File: src/boe_pkg.sv
// Purpose: shared constants and types for the byte operation execution unit
// Assumes: 16-bit program words, 8-bit data, 12-bit data space
// Notes: register offsets are byte addresses on the Avalon-MM slave
package boe_pkg;
  localparam int unsigned PC_W = 21;
  localparam int unsigned FA_W = 12;
  // register map
  localparam logic [7:0] REG_CTRL = 8'h00;
  localparam logic [7:0] REG_BANK = 8'h04;
  localparam logic [7:0] REG_ACC = 8'h08;
  localparam logic [7:0] REG_STATUS = 8'h0C;
  localparam logic [7:0] REG_PC = 8'h10;
  localparam logic [7:0] REG_INDEX = 8'h14;
  localparam int unsigned CTRL_RUN = 0;
  localparam int unsigned CTRL_EXT = 1;
  // status bit positions
  localparam int unsigned ST_C = 0;
  localparam int unsigned ST_DC = 1;
  localparam int unsigned ST_Z = 2;
  localparam int unsigned ST_OV = 3;
  localparam int unsigned ST_N = 4;
  localparam logic [4:0] STATUS_RST = 5'h00;
  localparam logic [PC_W-1:0] PC_RST = 21'h00_0000;
  localparam logic [PC_W-1:0] PC_STEP = 21'h00_0002;
  localparam logic [15:0] NOP_WORD = 16'h0000;
  // opcodes (upper six or eight bits of the first word)
  localparam logic [5:0] OPC_DEC_SKIP_Z = 6'h0B;
  localparam logic [5:0] OPC_DEC_SKIP_NZ = 6'h13;
  localparam logic [5:0] OPC_INC = 6'h0A;
  localparam logic [5:0] OPC_FILE_SUB = 6'h17;
  localparam logic [7:0] OPC_LIT_SUB = 8'h08;
  localparam logic [7:0] OPC_BRANCH = 8'hEF;
  // access bank split: addresses at or below 95 sit in the low half
  localparam logic [7:0] ACCESS_SPLIT = 8'h5F;
  localparam logic [3:0] ACCESS_HIGH_BANK = 4'hF;

  typedef enum logic [1:0] {PH_Q1, PH_Q2, PH_Q3, PH_Q4} boe_phase_e;

  typedef struct packed {
    logic [FA_W-1:0] addr;
    logic [7:0] wdata;
    logic we;
  } boe_file_req_s;

  typedef struct packed {
    logic [7:0] sum;
    logic n;
    logic ov;
    logic z;
    logic dc;
    logic c;
  } boe_alu_s;
endpackage : boe_pkg

File: src/boe_exec_unit.sv
// Purpose: executes decrement-skip, increment, both subtracts and the long branch
// Assumes: program and file memories answer combinationally within one clock
// Notes: one instruction cycle is four clocks, Q1 to Q4; next word fetched at Q4
// What this block does
// - decrement-skip-zero: file minus one goes to accumulator (d=0) or file (d=1)
// - long branch loads 20-bit target, low byte then upper twelve, into pc 20:1
// - long branch takes two cycles; second cycle does nothing but load pc
// - increment: file plus one goes to accumulator or back to file
// - increment sets C, DC, N, OV, Z; decrement-skips touch no flags
// - access bit 0 with extended set and address at most 95 uses indexed offset
// - literal subtract: literal minus accumulator into accumulator, all five flags
// - file subtract: file minus accumulator routed by destination bit
// - subtracts set carry without borrow, zero on zero, negative on negative
// - access bit 0 picks access bank, 1 picks bank select pointer bank
`timescale 1ns/1ps
`default_nettype none
module boe_exec_unit
  import boe_pkg::*;
(
  input wire logic clk,
  input wire logic rst_n,
  input wire logic [7:0] address,
  input wire logic read,
  input wire logic write,
  input wire logic [31:0] writedata,
  output logic [31:0] readdata,
  output logic waitrequest,
  output logic [PC_W-1:0] prog_addr,
  input wire logic [15:0] prog_rdata,
  output boe_file_req_s file_req,
  input wire logic [7:0] file_rdata
);
  boe_phase_e phase_reg;
  logic run_reg, ext_reg, ack_reg, flush_reg, goto2_reg;
  logic [3:0] bank_reg;
  logic [FA_W-1:0] idx_reg;
  logic [7:0] w_reg, fdata_reg, absolute_long_branch_lo_reg;
  logic [4:0] status_reg;
  logic [PC_W-1:0] pc_reg;
  logic [15:0] ir_reg;
  boe_alu_s alu_next, alu_reg;
  logic is_dsz, is_dsnz, is_dec, is_inc, is_fsub, is_lsub, is_sub, is_absolute_long_branch, is_fop;
  logic exec, halted, bus_wr, dest_file;
  logic [7:0] sub_minuend;

  function automatic boe_alu_s alu_add(input logic [7:0] a, input logic [7:0] b,
                                       input logic cin);
    logic [8:0] s;
    logic [4:0] lo;
    boe_alu_s r;
    s = {1'b0, a} + {1'b0, b} + {8'h00, cin};
    lo = {1'b0, a[3:0]} + {1'b0, b[3:0]} + {4'h0, cin};
    r.sum = s[7:0];
    r.c = s[8];
    r.dc = lo[4];
    r.z = (s[7:0] == 8'h00);
    r.n = s[7];
    r.ov = (a[7] == b[7]) && (s[7] != a[7]);
    return r;
  endfunction : alu_add

  function automatic logic [FA_W-1:0] file_addr(input logic [7:0] f, input logic acc,
                                                input logic ext, input logic [3:0] bank,
                                                input logic [FA_W-1:0] idx);
    if (acc) begin
      file_addr = {bank, f};
    end else if (ext && f <= ACCESS_SPLIT) begin
      file_addr = idx + {4'h0, f};
    end else if (f <= ACCESS_SPLIT) begin
      file_addr = {4'h0, f};
    end else begin
      file_addr = {ACCESS_HIGH_BANK, f};
    end
  endfunction : file_addr

  // decode of the word in the instruction register
  assign is_dsz = (ir_reg[15:10] == OPC_DEC_SKIP_Z);
  assign is_dsnz = (ir_reg[15:10] == OPC_DEC_SKIP_NZ);
  assign is_dec = is_dsz || is_dsnz;
  assign is_inc = (ir_reg[15:10] == OPC_INC);
  assign is_fsub = (ir_reg[15:10] == OPC_FILE_SUB);
  assign is_lsub = (ir_reg[15:8] == OPC_LIT_SUB);
  assign is_sub = is_fsub || is_lsub;
  assign is_absolute_long_branch = (ir_reg[15:8] == OPC_BRANCH);
  assign is_fop = is_dec || is_inc || is_fsub;
  assign dest_file = ir_reg[9];
  // a discarded word, or the second word of a branch, executes as no operation
  assign exec = !flush_reg && !goto2_reg;
  // a pending no-op cycle of a skip or branch still runs, so a halt never splits one
  assign halted = !run_reg && exec && (phase_reg == PH_Q1);
  assign bus_wr = write && ack_reg;
  assign sub_minuend = is_lsub ? ir_reg[7:0] : fdata_reg;

  always_comb begin
    if (is_sub) begin
      alu_next = alu_add(sub_minuend, ~w_reg, 1'b1);
    end else if (is_inc) begin
      alu_next = alu_add(fdata_reg, 8'h00, 1'b1);
    end else if (is_dec) begin
      alu_next = alu_add(fdata_reg, 8'hFF, 1'b0);
    end else begin
      alu_next = alu_add(fdata_reg, 8'h00, 1'b0);
    end
  end

  // bus slave: one wait state, answer on the second cycle of a request
  assign waitrequest = (read || write) && !ack_reg;
  always_ff @(posedge clk or negedge rst_n) begin
    if (!rst_n) begin
      ack_reg <= 1'b0;
      readdata <= 32'h0000_0000;
    end else begin
      ack_reg <= (read || write) && !ack_reg;
      if (read && !ack_reg) begin
        if (address == REG_CTRL) begin
          readdata <= {30'h0000_0000, ext_reg, run_reg};
        end else if (address == REG_BANK) begin
          readdata <= {28'h000_0000, bank_reg};
        end else if (address == REG_ACC) begin
          readdata <= {24'h00_0000, w_reg};
        end else if (address == REG_STATUS) begin
          readdata <= {27'h000_0000, status_reg};
        end else if (address == REG_PC) begin
          readdata <= {11'h000, pc_reg};
        end else if (address == REG_INDEX) begin
          readdata <= {20'h0_0000, idx_reg};
        end else begin
          readdata <= 32'h0000_0000;
        end
      end
    end
  end

  always_ff @(posedge clk or negedge rst_n) begin
    if (!rst_n) begin
      run_reg <= 1'b0;
      ext_reg <= 1'b0;
      bank_reg <= 4'h0;
      idx_reg <= 12'h000;
    end else if (bus_wr) begin
      if (address == REG_CTRL) begin
        run_reg <= writedata[CTRL_RUN];
        ext_reg <= writedata[CTRL_EXT];
      end else if (address == REG_BANK) begin
        bank_reg <= writedata[3:0];
      end else if (address == REG_INDEX) begin
        idx_reg <= writedata[FA_W-1:0];
      end
    end
  end

  // phase sequencer: a started instruction cycle always runs to Q4
  always_ff @(posedge clk or negedge rst_n) begin
    if (!rst_n) begin
      phase_reg <= PH_Q1;
    end else begin
      case (phase_reg)
        PH_Q1: begin
          if (run_reg || !exec) begin
            phase_reg <= PH_Q2;
          end
        end
        PH_Q2: phase_reg <= PH_Q3;
        PH_Q3: phase_reg <= PH_Q4;
        default: phase_reg <= PH_Q1;
      endcase
    end
  end

  // file port: address at Q1, read captured at Q2, write strobe stands in Q4
  always_ff @(posedge clk or negedge rst_n) begin
    if (!rst_n) begin
      file_req <= '0;
      fdata_reg <= 8'h00;
      alu_reg <= '0;
    end else begin
      case (phase_reg)
        PH_Q1: file_req.addr <= file_addr(ir_reg[7:0], ir_reg[8], ext_reg, bank_reg, idx_reg);
        PH_Q2: fdata_reg <= file_rdata;
        PH_Q3: begin
          alu_reg <= alu_next;
          file_req.wdata <= alu_next.sum;
          file_req.we <= exec && is_fop && dest_file;
        end
        default: file_req.we <= 1'b0;
      endcase
    end
  end

  // accumulator and flags: core at Q4, software only while halted
  always_ff @(posedge clk or negedge rst_n) begin
    if (!rst_n) begin
      w_reg <= 8'h00;
      status_reg <= STATUS_RST;
    end else if (phase_reg == PH_Q4 && exec) begin
      if (is_lsub || (is_fop && !dest_file)) begin
        w_reg <= alu_reg.sum;
      end
      if (is_inc || is_sub) begin
        status_reg <= {alu_reg.n, alu_reg.ov, alu_reg.z, alu_reg.dc, alu_reg.c};
      end
    end else if (bus_wr && halted && address == REG_ACC) begin
      w_reg <= writedata[7:0];
    end else if (bus_wr && halted && address == REG_STATUS) begin
      status_reg <= writedata[4:0];
    end
  end

  // fetch, skip and long branch
  always_ff @(posedge clk or negedge rst_n) begin
    if (!rst_n) begin
      pc_reg <= PC_RST;
      prog_addr <= PC_RST;
      ir_reg <= NOP_WORD;
      flush_reg <= 1'b0;
      goto2_reg <= 1'b0;
      absolute_long_branch_lo_reg <= 8'h00;
    end else if (bus_wr && halted && address == REG_PC) begin
      pc_reg <= {writedata[PC_W-1:1], 1'b0};
      ir_reg <= NOP_WORD;
      flush_reg <= 1'b0;
      goto2_reg <= 1'b0;
    end else if (phase_reg == PH_Q3) begin
      if (goto2_reg) begin
        prog_addr <= {ir_reg[11:0], absolute_long_branch_lo_reg, 1'b0};
      end else begin
        prog_addr <= pc_reg;
      end
    end else if (phase_reg == PH_Q4) begin
      ir_reg <= prog_rdata;
      pc_reg <= prog_addr + PC_STEP;
      // a skipped two-word branch leaves its second word, which runs as a no-op
      flush_reg <= exec && ((is_dsz && alu_reg.z) || (is_dsnz && !alu_reg.z));
      goto2_reg <= exec && is_absolute_long_branch;
      if (exec && is_absolute_long_branch) begin
        absolute_long_branch_lo_reg <= ir_reg[7:0];
      end
    end
  end
endmodule : boe_exec_unit
`default_nettype wire

File: config.mk
export PLATFORM = sky130hd
export DESIGN_NAME = boe_exec_unit
export DESIGN_NICKNAME = d
export VERILOG_FILES = /design/src/boe_pkg.sv /design/src/boe_exec_unit.sv
export SDC_FILE = /design/constraint.sdc
export NUM_CORES = 1
export LEC_CHECK = 0
export ABC_AREA = 1
export CAP_MARGIN = 20
export CORE_AREA = 2 2 145 204
export DETAILED_ROUTE_END_ITERATION = 12
export DIE_AREA = 0 0 147 206
export DONT_BUFFER_PORTS = 1
export HOLD_SLACK_MARGIN = 0.08
export PLACE_DENSITY = 0.43
export SYNTH_ARGS = -nofsm -noshare
export SYNTH_HDL_FRONTEND = slang
export SYNTH_SLANG_ARGS = --single-unit
File: constraint.sdc
create_clock -name clk -period 3 [get_ports clk]
set_input_delay 0 -clock clk [delete_from_list [all_inputs] [get_ports clk]]
set_output_delay 0 -clock clk [all_outputs]
set_load 0.03 [all_outputs]
## Word-level counts from Yosys, hierarchy flattened

Cells that the tools add are included.

| word-level totals | value |
|---|---|
| logic and storage cells | 156 |
| memories | 0 |
| ROM bits | 0 |
| RAM bits | 0 |
| bits in latches | 0 |
| output and inout port bits | 75 |
| input bits | 68 |
| register bits | 168 |

| operators by class | value |
|---|---|
| muxes and demuxes | 36 |
| reductions and logical operators | 56 |
| $add $sub $neg | 10 |
| divide/modulo/power cells | 0 |
| equal/unequal tests | 23 |
| bitwise logic cells | 6 |
| shift operators | 0 |
| $mul | 0 |
| $lt $le $gt $ge | 1 |

Operator list:

| kind | count |
|---|---|
| two-way mux 21 bit | 9 |
| two-way mux 12 bit | 4 |
| two-way mux 16 bit | 3 |
| zero test 8 bit | 5 |
| two-way mux 13 bit | 3 |
| two-way mux 8 bit | 4 |
| equality test 8 x 4 -> 1 bit, second input constant | 3 |
| logical AND 1 bit | 22 |
| adder 21 x 2 -> 21 bit, second input constant | 1 |
| two-way mux 5 bit | 4 |
| equality test 8 x 5 -> 1 bit, second input constant | 2 |
| adder 12 x 8 -> 12 bit | 1 |
| equality test 6 x 4 -> 1 bit, second input constant | 2 |
| equality test 6 x 5 -> 1 bit, second input constant | 2 |
| adder 8 x 1 -> 9 bit, second input constant | 1 |
| adder 8 x 8 -> 9 bit | 1 |
| adder 8 x 8 -> 9 bit, second input constant | 1 |
| adder 9 x 1 -> 9 bit, second input constant | 1 |
| logical OR 1 bit | 9 |
| equality test 8 x 3 -> 1 bit, second input constant | 1 |
| equality test 8 bit, second input constant | 1 |
| less-or-equal comparator 8 x 7 -> 1 bit, second input constant | 1 |
| inverter 8 bit | 1 |
| AND reduction 2 bit | 4 |
| other kinds (21) | 46 |

## Logic depth before layout (Yosys ltp)

| depth | value |
|---|---|
| word-level depth | 9 |
| depth in mapped cells | 21 |
| depth with buffers taken out | 19 |

## Worst setup path after synthesis

OpenSTA, ideal clock, no wires.

| timing | value |
|---|---|
| path type | register -> register |
| start | reg ir_reg[8] |
| end | reg alu_reg[2] (netlist name) |
| clock period less this slack | 2486 ps |
| data arrival time | 2415 ps |
| data required time | 2929 ps |
| cell stages (with the launch flop) | 21 |
| path slack | 514 ps |
| path buffers | 1 |
| cells stage by stage | dfrtp_1 -> inv_1 -> nand2_1 -> nor2_1 -> nand2_2 -> clkbuf_1 -> nand2_1 -> o21ai_0 -> ha_1 -> fa_1 -> inv_1 -> nand3_1 -> nand2_1 -> nand2_1 -> nand2_1 -> nand2_1 -> nor2_1 -> nand4_1 -> nor2_1 -> nor2_1 -> nor2_1 |

| between the ends | value |
|---|---|
| word-level cells in the longest chain between the ends | 6 |

Ends and longest elaborated chain:

| what | RTL line | source |
|---|---|---|
| start: declaration | boe_exec_unit.sv:40 | `logic [15:0] ir_reg;` |
| start signal: assignment | boe_exec_unit.sv:230 | `ir_reg <= prog_rdata;` |
| equality test 8 x 4 -> 1 bit * | boe_exec_unit.sv:82 | `assign is_lsub = (ir_reg[15:8] == OPC_LIT_SUB);` |
| two-way mux 8 bit | boe_exec_unit.sv:92 | `assign sub_minuend = is_lsub ? ir_reg[7:0] : fdata_reg;` |
| adder 8 x 8 -> 9 bit | boe_exec_unit.sv:51 | `s = {1'b0, a} + {1'b0, b} + {8'h00, cin};` |
| adder 9 x 1 -> 9 bit | boe_exec_unit.sv:51 |  |
| zero test 8 bit | boe_exec_unit.sv:56 | `r.z = (s[7:0] == 8'h00);` |
| two-way mux 13 bit * | boe_exec_unit.sv:95 | `if (is_sub) begin` |
| end signal: assignment | boe_exec_unit.sv:181 | `alu_reg <= alu_next;` |
| end: declaration | boe_exec_unit.sv:41 | `boe_alu_s alu_next, alu_reg;` |

Mark *: on every way between the ends. The rest lies on a longest branch, timed or not.
A chain may end at the register's enable or synchronous reset.

## Worst setup path in the final report

| timing | value |
|---|---|
| start | in address[0] |
| end | reg ext_reg |

| between the ends | value |
|---|---|
| word-level cells in the longest chain between the ends | 2 |

Ends and longest elaborated chain:

| what | RTL line | source |
|---|---|---|
| start: declaration | boe_exec_unit.sv:22 | `input wire logic [7:0] address,` |
| zero test 8 bit | boe_exec_unit.sv:141 | `if (address == REG_CTRL) begin` |
| AND reduction 2 bit (no line) | - |  |
| end signal: assignment | boe_exec_unit.sv:143 | `ext_reg <= writedata[CTRL_EXT];` |
| end: declaration | boe_exec_unit.sv:34 | `logic run_reg, ext_reg, ack_reg, flush_reg, goto2_reg;` |

Every way passes these cells.

==> reports/qor.yml <==
layout_commonest_cell: "nand2_1"
grt_pass1_vias: 8456
io_pins: 143
h-tree-depth: 4
path_class: "input port to flip-flop"
synth-edff-count: 0
grt_first_pass_wirelength_um: 50760
drt-initial-drc-count: 472
slowest_stage: "dlygate4sd3_1"
crit_path_max_incr_delay_ns: 0.62
clk_pin_slew_ns: 0.07
use_met1_pct: 25.24
synth_top_area_share_pct: 42.07
clock-sinks: 156
grt_usage_pct: 22.37
crit_required_ns: 3.37
core-area_um2: 28700
wirelength_um: 32580
max_freq_mhz: 362.2
portBuffers: 0
hp-class: "input port to asynchronous set/reset pin"
final_net_count: 1398
grt_setup_unrepaired: "no"
area_growth_pct: 16.41
grt_max_degree: 157
drive_gt1_share_pct: 6.697
clkLatencyLatePin_ns: 0.45
synth_flop_cell: "dfrtp_1"
remaining_drc_errors: 0
hold_viol: 156
die_y_um: 206
switchingPower_mw: 4.541
end_kind: "flip-flop"
ir_drop_mv: 0.5223
violations: "hold timing"
initial_core_util_pct: 32.33
busiest_layer: "met2"
grt_antenna_before_repair: 2
use_met2_pct: 41.90
synthCells: 1255
maxCapViolations: 0
cts_buffer_depth: 2
seqPwrFrac_pct: 38.5
die_w_um: 147
dr.pass1.iters: 5
startpoint_type: "input port"
routabilityCongestion: 0.8971
vias: 8361
setup_viol: 0
hold_buffers: 57
dieArea_um2: 30280
netSwitchingFraction_pct: 46.80
synth_area_leader_cell: "dfrtp_1"
final_cell_mix: "nand2_1 (305), o21ai_0 (157), dfrtp_1 (155), inv_1 (154), nor2_1 (107)"
finalCritPeriodShare_pct: 92.03
cts_setup_buffers: 0
hpwl_um: 24540
cp_max_fo: 4
slew_viol_final: 0
crit_path_frequent_cell: "dlygate4sd3_1"
yosysSeqAreaShare_pct: 42.07
antenna_left: 0
fill_cells: 3054
cts_tree: "yes"
slew_headroom_pct: 49.49
syn_avg_cell_area_um2: 7.395
async_reset_ff_share_pct: 100.0
p_leak_nw: 5.180
yosysUniqueCellTypes: 49
run_status: "complete, but fails checks"
worst_ep_arrival_time_ns: 3.13
vias_per_cell: 4.930
fin_util_pct: 37.64
synthesis.area_um2: 9280
tns_ns: 0
gr-usage-met3_pct: 3.731
cts_buffers: 17
yosysWarnings: 0
whs_ns: -0.7539
tightest_slew_ns: 0.7568
cts-root-buf: "clkbuf_16"
grt_overflow: 0
synth_seq_cells: 156
worstPathCellList: "dlygate4sd3_1, nor2_4, dlygate4sd3_1, nand3_2, dlygate4sd3_1, nor2_1, nand2_1, dlygate4sd3_1, o21ai_0"
internal_power_mw: 5.162
avgRoutedWirePerCell_um: 19.21
fin_crit_ns: 2.761
skew_ns: 0.01134
power_density_nw_per_um2: 898.3
synthTopCellsByArea: "dfrtp_1 (42%), nand2_1 (12%), o21ai_0 (8.5%)"
p_total_mw: 9.704
placementRows: 74
clkPwrFrac_pct: 22.9
comb_power_share_pct: 38.6
[area by class of cell]
cell class              instances  area, um2  area share (%)
diodes                          2      5.005         0.04633
clock buffers                  20      466.7           4.320
clock inverters                12      125.1           1.158
inverters                     161      606.8           5.617
multi-input cells             886       4471           41.38
flip-flops and latches        156       3905           36.15
well taps                     380      475.5           4.401
repair buffers                 79      748.2           6.926
[synth_stat cells, types with 5 or more instances]
master / instances
o31ai_1: 9
o21ai_2: 6
clkbuf_1: 31
nor3_1: 8
dfrtp_1: 156
inv_1: 154
o21ai_0: 158
nand2_2: 6
o22ai_1: 10
xor2_1: 9
nand4_1: 14
buf_4: 22
a31oi_1: 5
nand2_1: 305
ha_1: 27
nand3_1: 80
buf_2: 5
o21ai_1: 6
nor2_1: 109
o211ai_1: 17
a21oi_1: 66
[critical path, delay by kind of cell]
kind | cells | cell delay [ns]
buf+inv | 4 | 2.36
compound gates | 1 | 0.15
simple gates | 4 | 0.63
[what timing repair did]
| item | CTS | global route |
|---|---|---|
| gates resized for setup | 0 | 6 |
| endpoints found under the hold margin | 244 | 156 |
| setup endpoints to repair | 0 | 3 |
[metal layers]
metal  wire (um)  vias up  part of all wire [%]
met2       17350      160                    53
li1            -     4187                     -
met3        1066       40                   3.3
met4         939        0                   2.9
met1       13220     3974                    41
met5           0        -                     0
[cell families (layout without fill, tap and decap cells)]
kind of cell	count (synthesis)	count (layout)	synth area share (%)
compound gates	294	294	17.68
buf+inv	223	272	10.33
mux	2	2	0.2427
flops	156	156	42.07
simple gates	538	538	24.44
other cells	1	13	0.04041
xor+xnor	12	12	1.133
fa+ha+maj	29	29	4.072
[worst paths after layout]
check	from	slack [ns]	end	cells past startpoint
max reg2reg	ir_reg[9]$_DFFE_PN0P_	0.36	alu_reg[12]$_DFFE_PN0P_	18
min reg2reg	absolute_long_branch_lo_reg[2]$_DFFE_PN0P_	0.48	absolute_long_branch_lo_reg[2]$_DFFE_PN0P_	2
min	rst_n	-0.75	fdata_reg[4]$_DFFE_PN0P_	0
min in group clk	address[3]	0.12	readdata[4]$_DFFE_PN0P_	5
max	address[0]	0.24	ext_reg$_DFFE_PN0P_	9
max in group asynchronous	rst_n	3.55	idx_reg[9]$_DFFE_PN0P_	0
[power groups by stage]
stage / clock network, mW / registers, mW / logic, mW
2_1_floorplan: 0 / 3.39 / 2.77
3_3_place_gp: 0 / 3.79 / 3.67
3_5_place_dp: 0 / 3.79 / 3.67
4_1_cts: 2.29 / 3.75 / 3.77
5_1_grt: 2.38 / 3.83 / 4.28
6_report: 2.22 / 3.74 / 3.74
[stage by stage]
| stage | std cells | worst slack, ns | instance area [um2] |
|---|---|---|---|
| after floorplan | 1265 | 0.5137 | 9318 |
| after global placement | 1605 | 0.2515 | 9619 |
| after detailed placement | 1605 | 0.1901 | 9619 |
| after CTS | 1694 | 0.1729 | 10780 |
| after global routing | 1696 | 0.01899 | 10800 |
| final | 1696 | 0.2391 | 10800 |
(Power assumes the default switching activity.)
